$ cat src/inc/wdl_defines.vh
/*
  Offsets, reset values, field positions and timing counts for the winding
  diameter limit and target block. Assumes byte addressing on AXI4-Lite.
*/
`ifndef WDL_DEFINES_VH
`define WDL_DEFINES_VH
`define A_LIMIT_BASE 8'h00
`define A_WAIT 8'h20
`define A_TC 8'h24
`define A_TARGET 8'h28
`define A_CTRL 8'h2C
`define A_STORED 8'h30
`define A_THICK_BASE 8'h34
`define A_DIAM 8'h44
`define A_SPEED 8'h48
`define A_IRQ_STAT 8'h4C
`define A_IRQ_MASK 8'h50
`define A_STATUS 8'h54
`define MAX_RESET 16'h0002
`define MIN_RESET 16'h0001
`define WAIT_RESET 16'h0000
`define TC_RESET 16'h0000
`define TARGET_RESET 16'h0001
`define STORED_RESET 16'h0001
`define THICK_RESET 16'h0000
`define DIAM_LO 16'h0001
`define DIAM_HI 16'h1999
`define SEC_HI 16'h0064
`define AVG_HI 4'hA
`define AVG_RESET 4'h4
`define CTRL_WIND_BIT 0
`define CTRL_AVG_LSB 4
`define CTRL_AVG_MSB 7
`define EV_TARGET 0
`define EV_CLAMP 1
`define EV_PAIR 2
`define CLK_NS 20
`define TICK_NS 10000000
`define TICKS_PER_SEC 16'h0064
`define RESP_OKAY 2'h0
`define RESP_SLVERR 2'h2
`endif

$ cat src/design/winding_diameter_limit_target.v
/*
  Winding diameter post-processing: averaging lag, limit pair clamp,
  compensation speed lag with delayed start, target reached flag, and an
  AXI4-Lite register slave with interrupt. Assumes the diameter and speed
  inputs and the start/done pulses come from logic on clk; select and
  restore inputs are pins and are synchronised here.
*/
// Behaviour
// - Clamp diameter between selected min and max
// - Clamp applies after the averaging filter
// - Two select inputs choose one of four pairs
// - Same selects choose material thickness too
// - Min not below max fixes diameter there
// - New pair or setting re-clamps present diameter
// - Limits 1 to 6553 mm, defaults 2 and 1
// - Speed lag 0 to 100 s, zero bypasses
// - Speed lag starts after 0 to 100 s wait
// - Winding: reached when diameter at or above target
// - Unwinding: reached when diameter at or below target
// - Target setting 1 to 6553, default 1
// - Averaging lag 0.02 s doubling per step
`include "wdl_defines.vh"
`default_nettype none
module winding_diameter_limit_target #(
  parameter TICK_CYCLES = `TICK_NS / `CLK_NS
) (
  input wire clk,
  input wire rst,
  input wire [7:0] s_axi_awaddr,
  input wire s_axi_awvalid,
  output reg s_axi_awready,
  input wire [31:0] s_axi_wdata,
  input wire [3:0] s_axi_wstrb,
  input wire s_axi_wvalid,
  output reg s_axi_wready,
  output reg [1:0] s_axi_bresp,
  output reg s_axi_bvalid,
  input wire s_axi_bready,
  input wire [7:0] s_axi_araddr,
  input wire s_axi_arvalid,
  output reg s_axi_arready,
  output reg [31:0] s_axi_rdata,
  output reg [1:0] s_axi_rresp,
  output reg s_axi_rvalid,
  input wire s_axi_rready,
  input wire limit_select_low,
  input wire limit_select_high,
  input wire initial_diameter_restore,
  input wire [15:0] calc_diameter,
  input wire signed [15:0] comp_speed,
  input wire initial_calc_done,
  input wire run_start,
  output reg [15:0] present_diameter,
  output reg signed [15:0] comp_speed_filtered,
  output reg [15:0] selected_thickness,
  output reg target_diameter_reached,
  output reg irq
);

  function in_range;
    input [15:0] v;
    input [15:0] hi;
    begin
      in_range = (v >= `DIAM_LO) && (v <= hi);
    end
  endfunction

  function [15:0] byte_merge;
    input [15:0] old;
    input [31:0] data;
    input [3:0] strb;
    begin
      byte_merge[7:0] = strb[0] ? data[7:0] : old[7:0];
      byte_merge[15:8] = strb[1] ? data[15:8] : old[15:8];
    end
  endfunction

  reg [2:0] sel_low_sync;
  reg [2:0] sel_high_sync;
  reg [2:0] restore_sync;
  wire sel_low = sel_low_sync[1];
  wire sel_high = sel_high_sync[1];

  reg [15:0] limit [0:7];
  reg [15:0] thick [0:3];
  reg [15:0] wait_s;
  reg [15:0] tc_s;
  reg [15:0] target;
  reg [15:0] stored_setting;
  reg wind_mode;
  reg [3:0] avg_count;
  reg [2:0] irq_stat;
  reg [2:0] irq_mask;

  reg [7:0] wr_addr;
  reg [31:0] wr_data;
  reg [3:0] wr_strb;
  reg have_aw;
  reg have_w;
  reg stored_load;

  reg [31:0] tick_cnt;
  reg tick;
  reg signed [32:0] avg_acc;
  reg signed [32:0] speed_acc;
  reg [23:0] wait_cnt;
  reg waiting;
  reg filter_on;
  reg [1:0] pair_prev;
  reg clamp_prev;

  // Pin inputs pass two flip-flops; bit 2 is the edge history
  always @(posedge clk) begin
    if (rst) begin
      sel_low_sync <= 3'h0;
      sel_high_sync <= 3'h0;
      restore_sync <= 3'h7;
    end else begin
      sel_low_sync <= {sel_low_sync[1:0], limit_select_low};
      sel_high_sync <= {sel_high_sync[1:0], limit_select_high};
      restore_sync <= {restore_sync[1:0], initial_diameter_restore};
    end
  end
  wire restore_fall = restore_sync[2] & ~restore_sync[1];

  // pair index from the two selects
  wire [1:0] pair = {sel_high, sel_low};
  wire [15:0] sel_max = limit[{pair, 1'b0}];
  wire [15:0] sel_min = limit[{pair, 1'b1}];

  // averaging lag, time constant 10 ms * 2^n
  wire [15:0] avg_value = avg_acc[31:16];
  wire signed [32:0] avg_in = {1'b0, calc_diameter, 16'h0000};
  wire signed [32:0] avg_diff = avg_in - avg_acc;

  // min at or above max pins the diameter at max
  wire fixed = sel_min >= sel_max;
  wire [15:0] clamped = fixed ? sel_max :
    (avg_value > sel_max) ? sel_max :
    (avg_value < sel_min) ? sel_min : avg_value;
  wire clamp_hit = clamped != avg_value;

  // lag on compensation speed, step Ts/tau with Ts 10 ms
  wire signed [32:0] speed_in = {comp_speed[15], comp_speed, 16'h0000};
  wire signed [32:0] speed_diff = speed_in - speed_acc;
  wire [23:0] tau_ticks = {8'h00, tc_s} * {8'h00, `TICKS_PER_SEC};
  wire signed [32:0] speed_step = speed_diff / $signed({9'h000, tau_ticks});

  // Base tick and both filters
  always @(posedge clk) begin
    if (rst) begin
      tick_cnt <= 32'h0;
      tick <= 1'b0;
      avg_acc <= {1'b0, `STORED_RESET, 16'h0000};
      speed_acc <= 33'h0;
      wait_cnt <= 24'h0;
      waiting <= 1'b0;
      filter_on <= 1'b0;
    end else begin
      tick <= (tick_cnt == TICK_CYCLES - 1);
      if (tick_cnt == TICK_CYCLES - 1)
        tick_cnt <= 32'h0;
      else
        tick_cnt <= tick_cnt + 32'h1;
      if (stored_load) begin
        avg_acc <= {1'b0, stored_setting, 16'h0000};
      end else if (restore_fall) begin
        avg_acc <= {1'b0, stored_setting, 16'h0000};
      end else if (tick) begin
        if (avg_count == 4'h0)
          avg_acc <= avg_in;
        else
          avg_acc <= avg_acc + (avg_diff >>> avg_count);
      end
      // wait restarts at calc done or at start
      if (initial_calc_done || run_start) begin
        wait_cnt <= {8'h00, wait_s} * {8'h00, `TICKS_PER_SEC};
        waiting <= 1'b1;
        filter_on <= 1'b0;
      end else if (waiting && tick) begin
        if (wait_cnt == 24'h0) begin
          waiting <= 1'b0;
          filter_on <= 1'b1;
        end else begin
          wait_cnt <= wait_cnt - 24'h1;
        end
      end
      if (tick) begin
        if (!filter_on || tc_s == 16'h0)
          speed_acc <= speed_in;
        else
          speed_acc <= speed_acc + speed_step;
      end
    end
  end

  always @(posedge clk) begin
    if (rst) begin
      present_diameter <= `STORED_RESET;
      comp_speed_filtered <= 16'h0000;
      selected_thickness <= `THICK_RESET;
      target_diameter_reached <= 1'b0;
      pair_prev <= 2'h0;
      clamp_prev <= 1'b0;
    end else begin
      present_diameter <= clamped;
      comp_speed_filtered <= speed_acc[31:16];
      selected_thickness <= thick[pair];
      if (wind_mode)
        target_diameter_reached <= clamped >= target;
      else
        target_diameter_reached <= clamped <= target;
      pair_prev <= pair;
      clamp_prev <= clamp_hit;
    end
  end

  wire [2:0] events;
  assign events[`EV_TARGET] = (wind_mode ? clamped >= target : clamped <= target)
    & ~target_diameter_reached;
  assign events[`EV_CLAMP] = clamp_hit & ~clamp_prev;
  assign events[`EV_PAIR] = pair != pair_prev;

  wire do_write = have_aw && have_w && !s_axi_bvalid;
  wire [7:0] wa = wr_addr;
  wire wr_hit = (wa < `A_LIMIT_BASE + 8'h20) || (wa == `A_WAIT) ||
    (wa == `A_TC) || (wa == `A_TARGET) || (wa == `A_CTRL) ||
    (wa == `A_STORED) || (wa >= `A_THICK_BASE && wa < `A_DIAM) ||
    (wa == `A_IRQ_STAT) || (wa == `A_IRQ_MASK);
  wire [15:0] wr16 = wr_data[15:0];
  wire [2:0] limit_idx = wa[4:2];
  wire [1:0] thick_idx = wa[3:2] - 2'h1;

  // Write channel: address and data taken in either order
  integer i;
  always @(posedge clk) begin
    if (rst) begin
      s_axi_awready <= 1'b1;
      s_axi_wready <= 1'b1;
      s_axi_bvalid <= 1'b0;
      s_axi_bresp <= `RESP_OKAY;
      have_aw <= 1'b0;
      have_w <= 1'b0;
      wr_addr <= 8'h00;
      wr_data <= 32'h0;
      wr_strb <= 4'h0;
      stored_load <= 1'b0;
      for (i = 0; i < 8; i = i + 1)
        limit[i] <= i[0] ? `MIN_RESET : `MAX_RESET;
      for (i = 0; i < 4; i = i + 1)
        thick[i] <= `THICK_RESET;
      wait_s <= `WAIT_RESET;
      tc_s <= `TC_RESET;
      target <= `TARGET_RESET;
      stored_setting <= `STORED_RESET;
      wind_mode <= 1'b1;
      avg_count <= `AVG_RESET;
      irq_stat <= 3'h0;
      irq_mask <= 3'h0;
      irq <= 1'b0;
    end else begin
      stored_load <= 1'b0;
      if (s_axi_awvalid && s_axi_awready) begin
        wr_addr <= s_axi_awaddr;
        have_aw <= 1'b1;
        s_axi_awready <= 1'b0;
      end
      if (s_axi_wvalid && s_axi_wready) begin
        wr_data <= s_axi_wdata;
        wr_strb <= s_axi_wstrb;
        have_w <= 1'b1;
        s_axi_wready <= 1'b0;
      end
      irq_stat <= irq_stat | events;
      if (do_write) begin
        have_aw <= 1'b0;
        have_w <= 1'b0;
        s_axi_bvalid <= 1'b1;
        s_axi_bresp <= wr_hit ? `RESP_OKAY : `RESP_SLVERR;
        if (wa < `A_LIMIT_BASE + 8'h20) begin
          if (in_range(byte_merge(limit[limit_idx], wr_data, wr_strb), `DIAM_HI))
            limit[limit_idx] <= byte_merge(limit[limit_idx], wr_data, wr_strb);
        end else if (wa == `A_WAIT) begin
          if (wr16 <= `SEC_HI)
            wait_s <= wr16;
        end else if (wa == `A_TC) begin
          if (wr16 <= `SEC_HI)
            tc_s <= wr16;
        end else if (wa == `A_TARGET) begin
          if (in_range(wr16, `DIAM_HI))
            target <= wr16;
        end else if (wa == `A_CTRL) begin
          wind_mode <= wr_data[`CTRL_WIND_BIT];
          if (wr_data[`CTRL_AVG_MSB:`CTRL_AVG_LSB] <= `AVG_HI)
            avg_count <= wr_data[`CTRL_AVG_MSB:`CTRL_AVG_LSB];
        end else if (wa == `A_STORED) begin
          if (in_range(wr16, `DIAM_HI)) begin
            stored_setting <= wr16;
            stored_load <= 1'b1;
          end
        end else if (wa >= `A_THICK_BASE && wa < `A_DIAM) begin
          thick[thick_idx] <= byte_merge(thick[thick_idx], wr_data, wr_strb);
        end else if (wa == `A_IRQ_STAT) begin
          // New events win over the clear
          irq_stat <= (irq_stat & ~wr_data[2:0]) | events;
        end else if (wa == `A_IRQ_MASK) begin
          irq_mask <= wr_data[2:0];
        end
      end
      if (s_axi_bvalid && s_axi_bready) begin
        s_axi_bvalid <= 1'b0;
        s_axi_awready <= 1'b1;
        s_axi_wready <= 1'b1;
      end
      irq <= |(irq_stat & irq_mask);
    end
  end

  // Read channel
  reg [31:0] rd_word;
  reg rd_hit;
  wire [7:0] ra = s_axi_araddr;
  always @* begin
    rd_word = 32'h0;
    rd_hit = 1'b1;
    if (ra < `A_LIMIT_BASE + 8'h20) begin
      rd_word = {16'h0, limit[ra[4:2]]};
    end else if (ra == `A_WAIT) begin
      rd_word = {16'h0, wait_s};
    end else if (ra == `A_TC) begin
      rd_word = {16'h0, tc_s};
    end else if (ra == `A_TARGET) begin
      rd_word = {16'h0, target};
    end else if (ra == `A_CTRL) begin
      rd_word = {24'h0, avg_count, 3'h0, wind_mode};
    end else if (ra == `A_STORED) begin
      rd_word = {16'h0, stored_setting};
    end else if (ra >= `A_THICK_BASE && ra < `A_DIAM) begin
      rd_word = {16'h0, thick[ra[3:2] - 2'h1]};
    end else if (ra == `A_DIAM) begin
      rd_word = {16'h0, present_diameter};
    end else if (ra == `A_SPEED) begin
      rd_word = {16'h0, comp_speed_filtered};
    end else if (ra == `A_IRQ_STAT) begin
      rd_word = {29'h0, irq_stat};
    end else if (ra == `A_IRQ_MASK) begin
      rd_word = {29'h0, irq_mask};
    end else if (ra == `A_STATUS) begin
      rd_word = {26'h0, filter_on, fixed, clamp_hit, target_diameter_reached, pair};
    end else begin
      rd_hit = 1'b0;
    end
  end

  always @(posedge clk) begin
    if (rst) begin
      s_axi_arready <= 1'b1;
      s_axi_rvalid <= 1'b0;
      s_axi_rdata <= 32'h0;
      s_axi_rresp <= `RESP_OKAY;
    end else begin
      if (s_axi_arvalid && s_axi_arready) begin
        s_axi_arready <= 1'b0;
        s_axi_rvalid <= 1'b1;
        s_axi_rdata <= rd_word;
        s_axi_rresp <= rd_hit ? `RESP_OKAY : `RESP_SLVERR;
      end else if (s_axi_rvalid && s_axi_rready) begin
        s_axi_rvalid <= 1'b0;
        s_axi_arready <= 1'b1;
      end
    end
  end

endmodule // winding_diameter_limit_target
`default_nettype wire

$ cat config.mk
export PLATFORM = sky130hd
export DESIGN_NAME = winding_diameter_limit_target
export DESIGN_NICKNAME = d
export VERILOG_FILES = /design/src/design/winding_diameter_limit_target.v
export VERILOG_INCLUDE_DIRS = /design/src /design/src/inc
export SDC_FILE = /design/constraint.sdc
export NUM_CORES = 2
export LEC_CHECK = 0
export ABC_AREA = 1
export BUFFER_PORTS_ARGS = -buffer_cell sky130_fd_sc_hd__buf_2
export CORE_MARGIN = 8
export CORE_UTILIZATION = 50
export DETAILED_ROUTE_END_ITERATION = 7
export PLACE_DENSITY = 0.77
export SYNTH_ARGS = -nofsm -noshare
export SYNTH_HDL_FRONTEND = slang
export SYNTH_SLANG_ARGS = --single-unit
$ cat constraint.sdc
create_clock -name clk -period 103.3 [get_ports clk]
set_input_delay 10.33 -clock clk [delete_from_list [all_inputs] [get_ports clk]]
set_output_delay 10.33 -clock clk [all_outputs]
set_load 0.01 [all_outputs]
Yosys cells after proc, flatten, opt, wreduce, memory -nomap -nowiden
Memories as Yosys holds them, arrays and structs flattened. A register that Yosys moved wholly into a read port is not among the register bits.
Index checks and enable logic that the tools add are counted.
Storage, ports and cells
  register bits after elaboration: 314
  RAM bits: 192
  input port bits: 96
  output and inout bits: 91
  logic and storage cells: 254
  memories: 2
Operators by class
  add/subtract/negate cells: 8
  multipliers: 2
  divide/modulo/power cells: 1
  $lt $le $gt $ge: 17
  equality and inequality tests: 23
  shift-type cells: 1
  muxes and demuxes: 86
  bitwise logic cells: 21
  reductions and logical operators: 53
Memory list
  limit: depth 8, bits a word 16, read ports 4, clocked after Yosys merged registers in 3, write ports 8, RTL line winding_diameter_limit_target.v:84  | reg [15:0] limit [0:7];
  thick: depth 4, bits a word 16, read ports 2, clocked after Yosys merged registers in 1, write ports 4, RTL line winding_diameter_limit_target.v:85  | reg [15:0] thick [0:3];
Operators by type and width (count)
  two-way mux 16 bit: 14
  two-way mux 32 bit: 3
  == test 8 x 6 -> 1 bit (second input constant): 10
  two-way mux 23 bit: 3
  adder 33 bit: 2
  two-way mux 33 bit: 2
  == test 8 x 7 -> 1 bit (second input constant): 7
  multiplier 16 x 5 -> 21 bit (second input constant): 2
  two-way mux 3 bit: 14
  two-way mux 1 bit: 39
  divider 33 x 24 -> 33 bit: 1
  >>> shifter 33 x 4 -> 33 bit: 1
  subtractor 32 x 33 -> 33 bit: 1
  subtractor 33 bit: 1
  adder 32 x 1 -> 32 bit (second input constant): 1
  == test 32 x 19 -> 1 bit (second input constant): 1
  greater-or-equal comparator 16 x 1 -> 1 bit (second input constant): 2
  greater-or-equal comparator 16 bit: 2
  less-or-equal comparator 16 x 13 -> 1 bit (second input constant): 2
  two-way mux 8 bit: 4
  OR reduction 16 bit: 2
  logical NOT 24 bit: 1
  subtractor 24 x 1 -> 24 bit (second input constant): 1
  two-way mux 6 bit: 3
  36 further kinds: 93

Logic depth before layout (Yosys ltp)
  depth after elaboration: 17
  mapped depth: 709
  depth with buffers taken out: 673

Worst setup path after synthesis
OpenSTA, ideal clock, no wires.
  kind: input to register
  from: input comp_speed[6]
  to: register speed_acc[32]
  library setup time: 0.095 ns
  data arrival time: 102.574 ns
  required time: 103.205 ns
  slack: 0.630 ns
  cell stages on the path: 679
  buffers on the path: 40
  cells stage by stage: ha_1 nand2_1 nor2_1 nand2_1 inv_1 nand2_1 nor2_1 o21ai_0 nand2_1 nand2_1 nor2_1 nand4_1 nor4_1 ha_1 nand3_1 nor4_1 nand4_1 nor2_1 (+643 left out) inv_1 a21oi_1 inv_1 a21oi_1 inv_1 a21oi_1 o21bai_1 a21oi_1 o21bai_1 a21oi_1 o21bai_1 nand3_1 nor2_1 a2111oi_0 xnor2_1 o21bai_1 nand3_1 a221oi_1
Between the ends
  cells in the longest elaborated chain, start to end: 4
Ends and longest elaborated chain
  from (decl): RTL line winding_diameter_limit_target.v:50  | input wire signed [15:0] comp_speed,
  subtractor 32 x 33 -> 33 bit: RTL line winding_diameter_limit_target.v:145  | wire signed [32:0] speed_diff = speed_in - speed_acc;
  divider 33 x 24 -> 33 bit: RTL line winding_diameter_limit_target.v:147  | wire signed [32:0] speed_step = speed_diff / $signed({9'h000, tau_ticks});
  adder 33 bit: RTL line winding_diameter_limit_target.v:192  | speed_acc <= speed_acc + speed_step;
  two-way mux 33 bit: RTL line winding_diameter_limit_target.v:189  | if (!filter_on || tc_s == 16'h0)
  to (signal assigned): RTL line winding_diameter_limit_target.v:190  | speed_acc <= speed_in;
  to (signal assigned): RTL line winding_diameter_limit_target.v:192
  to (decl): RTL line winding_diameter_limit_target.v:105  | reg signed [32:0] speed_acc;
No other way between the ends.
A chain may end at the register's enable or synchronous reset.

Worst setup path after layout
  from: input comp_speed[4]
  to: register speed_acc[32]
Same word-level chain as after synthesis.

==> results list <==
* Status: complete, no violations
- FFs w/ async S/R, synth: 0%
- After synthesis the cells add up to ~0.061 mm2.
- Number of sinks driven by the clock tree: around 500
- The H-tree generated during clock tree synthesis spans 2 levels.
- In this design, the largest share of critical-path delay is due to compound AO/OA/AOI/OAI gates.
* Starting density of the core: 50.4%
* Detail Placement HPWL: between 150 and 200 mm
* Vias: 64600
- After synthesis, flip-flops and latches occupy between 10% and 20% of the total area.
* FF-to-FF path depth: 658
- After detailed routing, the wire length on met1 is just under 90 mm.
- Cells with a size suffix above 1 make up about a tenth of the layout.
- Gr ovfl total: 0
* Transition at the pin with the smallest max-transition slack: 1.21 ns
* Number of top-level pins: around 190
* Maximum cell stage delay along the critical path: approximately 0.40 ns
- Total length of routed met2 wires: approximately 89 mm
- The startpoint identified for the worst register-to-register timing path is tc_s[2].
* Synthesized netlist cell count: 9361
- The number of different library cells used by synthesis comes to between 70 and 80.
- Largest clock skew in the final design: ~0.06 ns
- Via count of the first global-routing pass: a little under 60000
- Among all flip-flop cells after synthesis, the most frequent one is dfxtp_1.
- Vertical extent of the die: around 360 um
- The most critical setup path has its endpoint at speed_acc[32].
* Post-synthesis average cell area: between 6 and 7 um2
- The tree is rooted in a clkbuf_16.
* CTS Buffer Depth: 3
- Total Routed Length: roughly 210 mm
* Crit path top cell by count: inv_1
- Antenna violations before repair: 17
- Part of the cycle the worst path needs: 93.3%
* Maximum frequency from static timing analysis: between 10 and 15 MHz
* Worst path buffer plus inverter count: about 150
- Horizontal extent of the die: approximately 360 um
- TritonCTS built the clock tree.
* Nature of the critical path endpoint: flop
- The count of nets left with antenna violations once routing finished came out at 0.
* Drt pass-1 iters: 8
- Setup crit start kind: input pin
- Max Transition Viols Final: 0
- Std-Cell Core Area: around 0.12 mm2
* Class of the tightest hold or removal check: flop to flop
* Global-route wire length before repair: 321 mm
- Clock transition at the register clock pins on the worst setup and hold paths after CTS: around 0.06 ns
- The die covers 0.132 mm2.
* Register bit count reported by yosys: 507
- Worst setup slack for register-to-register paths: ~14 ns
- Pin count of the biggest net entering global routing: 113
- Count of routing violations after the opening detailed-route iteration: roughly 6800
- During synthesis, Yosys emitted a total of 0 warnings.
* Count of buffers inserted at the top-level ports: 150
- Row cnt: ~130
* Arrival time worst endpoint: ~97 ns
* Number of remaining DRC errors: 0
- Worst-path maximum fanout: 20
- Final setup fails: 0
* Post-synth EDFFs: between 150 and 200
- Routability-driven placement finished with a final weighted congestion of approximately 1.0.
- In this run the critical register-to-register path is captured at speed_acc[32].
* Met3 wire length: about 23 mm
* Startpoint of the worst setup timing path: comp_speed[4]
- The smallest clock period supported by the final layout is computed as between 90 and 100 ns.
- Insertion delay to the later sink of the worst-skew pair: around 0.67 ns
* Layout Nets: between 10000 and 15000
* Total stage count of the critical path: around 660
* Crit Path Category: input pin to flop
- For this design, the slowest cell found on the critical path is a2111oi_2.
- At the worst endpoint, the required time is 103.88 ns.
* Ratio of routed vias to standard cells: 5.74
- Number of max-cap violations: 0
* Normalized max-slew margin: a little under a fifth
- Area overhead of the layout relative to synthesis: 11.7%
* Number of buffers inserted during clock tree synthesis: 56
- Uppermost signal routing layer after detailed routing: met5
- Global routing used 29.9% of the available tracks.
- Fin. Hold Viols: 0
- Worst hold path cell count: 2
- Worst Hold Slack: a little over 0.4 ns
- In the final routed layout, each cell accounts on average for 18.7 um.
[Yosys cell counts, drive strengths merged (5+ instances only)]
cell type / number / area [um2]
o21a: 18 / 135
dfxtp: 315 / 6310
edfxtp: 192 / 5770
a221oi: 15 / 131
nor4: 36 / 225
o21bai: 40 / 300
fa: 24 / 480
ha: 730 / 9130
xnor2: 143 / 1250
clkbuf: 238 / 893
a31oi: 51 / 319
a21oi: 865 / 4350
o211ai: 83 / 623
o21ai: 902 / 4520
o22ai: 12 / 75.1
and2: 5 / 31.3
nand3b: 12 / 90.1
inv: 1404 / 5270
nand4: 93 / 609
nor3b: 15 / 113
o2111ai: 12 / 105
a32o: 18 / 180
clkinv: 26 / 97.6
mux2i: 18 / 180
or2: 71 / 444
a21o: 52 / 390
nor3: 79 / 428
a211oi: 23 / 173
a32oi: 16 / 140
xor2: 312 / 2730
buf: 74 / 427
nand3: 438 / 2340
a21boi: 6 / 45.0
nor2: 911 / 3590
o31ai: 34 / 255
nand2: 1999 / 7670
o221ai: 44 / 385
[worst min path at each step]
| stage | from | to | slack (ns) |
|---|---|---|---|
| after CTS | sel_low_sync[0] | sel_low_sync[1] | 0.41 |
| after floorplan | sel_high_sync[0] | sel_high_sync[1] | 0.39 |
| after global placement | sel_low_sync[0] | sel_low_sync[1] | 0.40 |
| after detailed placement | sel_low_sync[0] | sel_low_sync[1] | 0.40 |
| after global routing | sel_high_sync[0] | sel_high_sync[1] | 0.42 |
| final | sel_low_sync[0] | sel_low_sync[1] | 0.41 |
[final cells by class]
type                    instances  area, um2
diodes                          6       15.0
clock buffers                  68       1550
clock inverters                36        478
fillers                     11500      52400
inverters                    1430       5390
multi-input cells            7156      43100
flip-flops and latches        507      12100
well taps                    1612       2020
repair buffers                433       2980
repair inverters                1       5.00
[placed cells by master, fill, tap and decap left out, types with 47 or more instances in the layout]
cell type / instances
a21o_1: 52
a21oi_1: 759
a21oi_2: 102
a31oi_1: 48
buf_2: 148
buf_4: 273
clkbuf_16: 58
dfxtp_1: 312
edfxtp_1: 192
ha_1: 716
inv_1: 1362
nand2_1: 1936
nand2_2: 47
nand3_1: 408
nand4_1: 90
nor2_1: 852
nor3_1: 72
o211ai_1: 83
o21ai_0: 823
o21ai_1: 57
or2_2: 68
xnor2_1: 139
xor2_1: 303
[sequential cells by signal (all words and copies together), names as in the netlist, 3 cells and up, named ones only]
| signal | cells |
|---|---|
| avg_acc | 33 |
| avg_count | 4 |
| comp_speed_filtered | 16 |
| irq_mask | 3 |
| irq_stat | 3 |
| limit | 128 |
| present_diameter | 16 |
| restore_sync | 3 |
| s_axi_rdata | 16 |
| selected_thickness | 16 |
| speed_acc | 33 |
| stored_setting | 16 |
| target | 16 |
| tc_s | 16 |
| thick | 64 |
| tick_cnt | 32 |
| wa | 8 |
| wait_cnt | 24 |
| wait_s | 16 |
| wr_data | 16 |
[metal layers]
layer  global-route usage [%]  up-vias
met5                        0        -
met1                     40.5    29600
met4                     12.4        6
li1                         -    31500
met3                     5.95      549
met2                     46.5     2848
[stage by stage]
stage / instance area [um2] / cells / util (%) / setup WS, ns / TNS [ns]
after floorplan: 60700 / 9402 / - / 0.630 / 0
after global placement: 64000 / 11100 / 53.4 / 0.608 / 0
after detailed placement: 64000 / 11100 / 53.4 / -1.47 / -7.89
after CTS: 66100 / 11200 / 55.1 / 0.0297 / 0
after global routing: 67600 / 11200 / 56.3 / -0.941 / -5.29
final: 67600 / 11200 / 56.3 / 6.89 / 0
[worst register-to-register path, delay by kind of cell (launching register included)]
family / cells / cell delay, ns
buf+inv: 149 / 12.57
flops: 1 / 0.38
fa+ha+maj: 36 / 11.19
xor+xnor: 1 / 0.18
compound gates: 269 / 42.82
simple gates: 203 / 21.90
[what timing repair did]
item	4_1_cts	5_1_grt
cloned	0	4
resized for setup	17	281
buffers inserted	1	51
setup endpoints to repair	11	33
pin swaps	1	52
hold buffers	0	0
hold endpoints to repair	0	0
[kinds of logic after synthesis]
logic type | count (synthesis) | share of synthesized area (%)
simple gates | 3665 | 25.8
xor+xnor | 455 | 6.59
fa+ha+maj | 754 | 15.9
mux | 18 | 0.298
flops | 507 | 19.9
buf+inv | 1742 | 11.1
compound gates | 2219 | 20.5
other cells | 1 | 0.00620
Power is not shown: default switching activity piles up to over one toggle a cycle in this logic, so the estimate is an artifact.
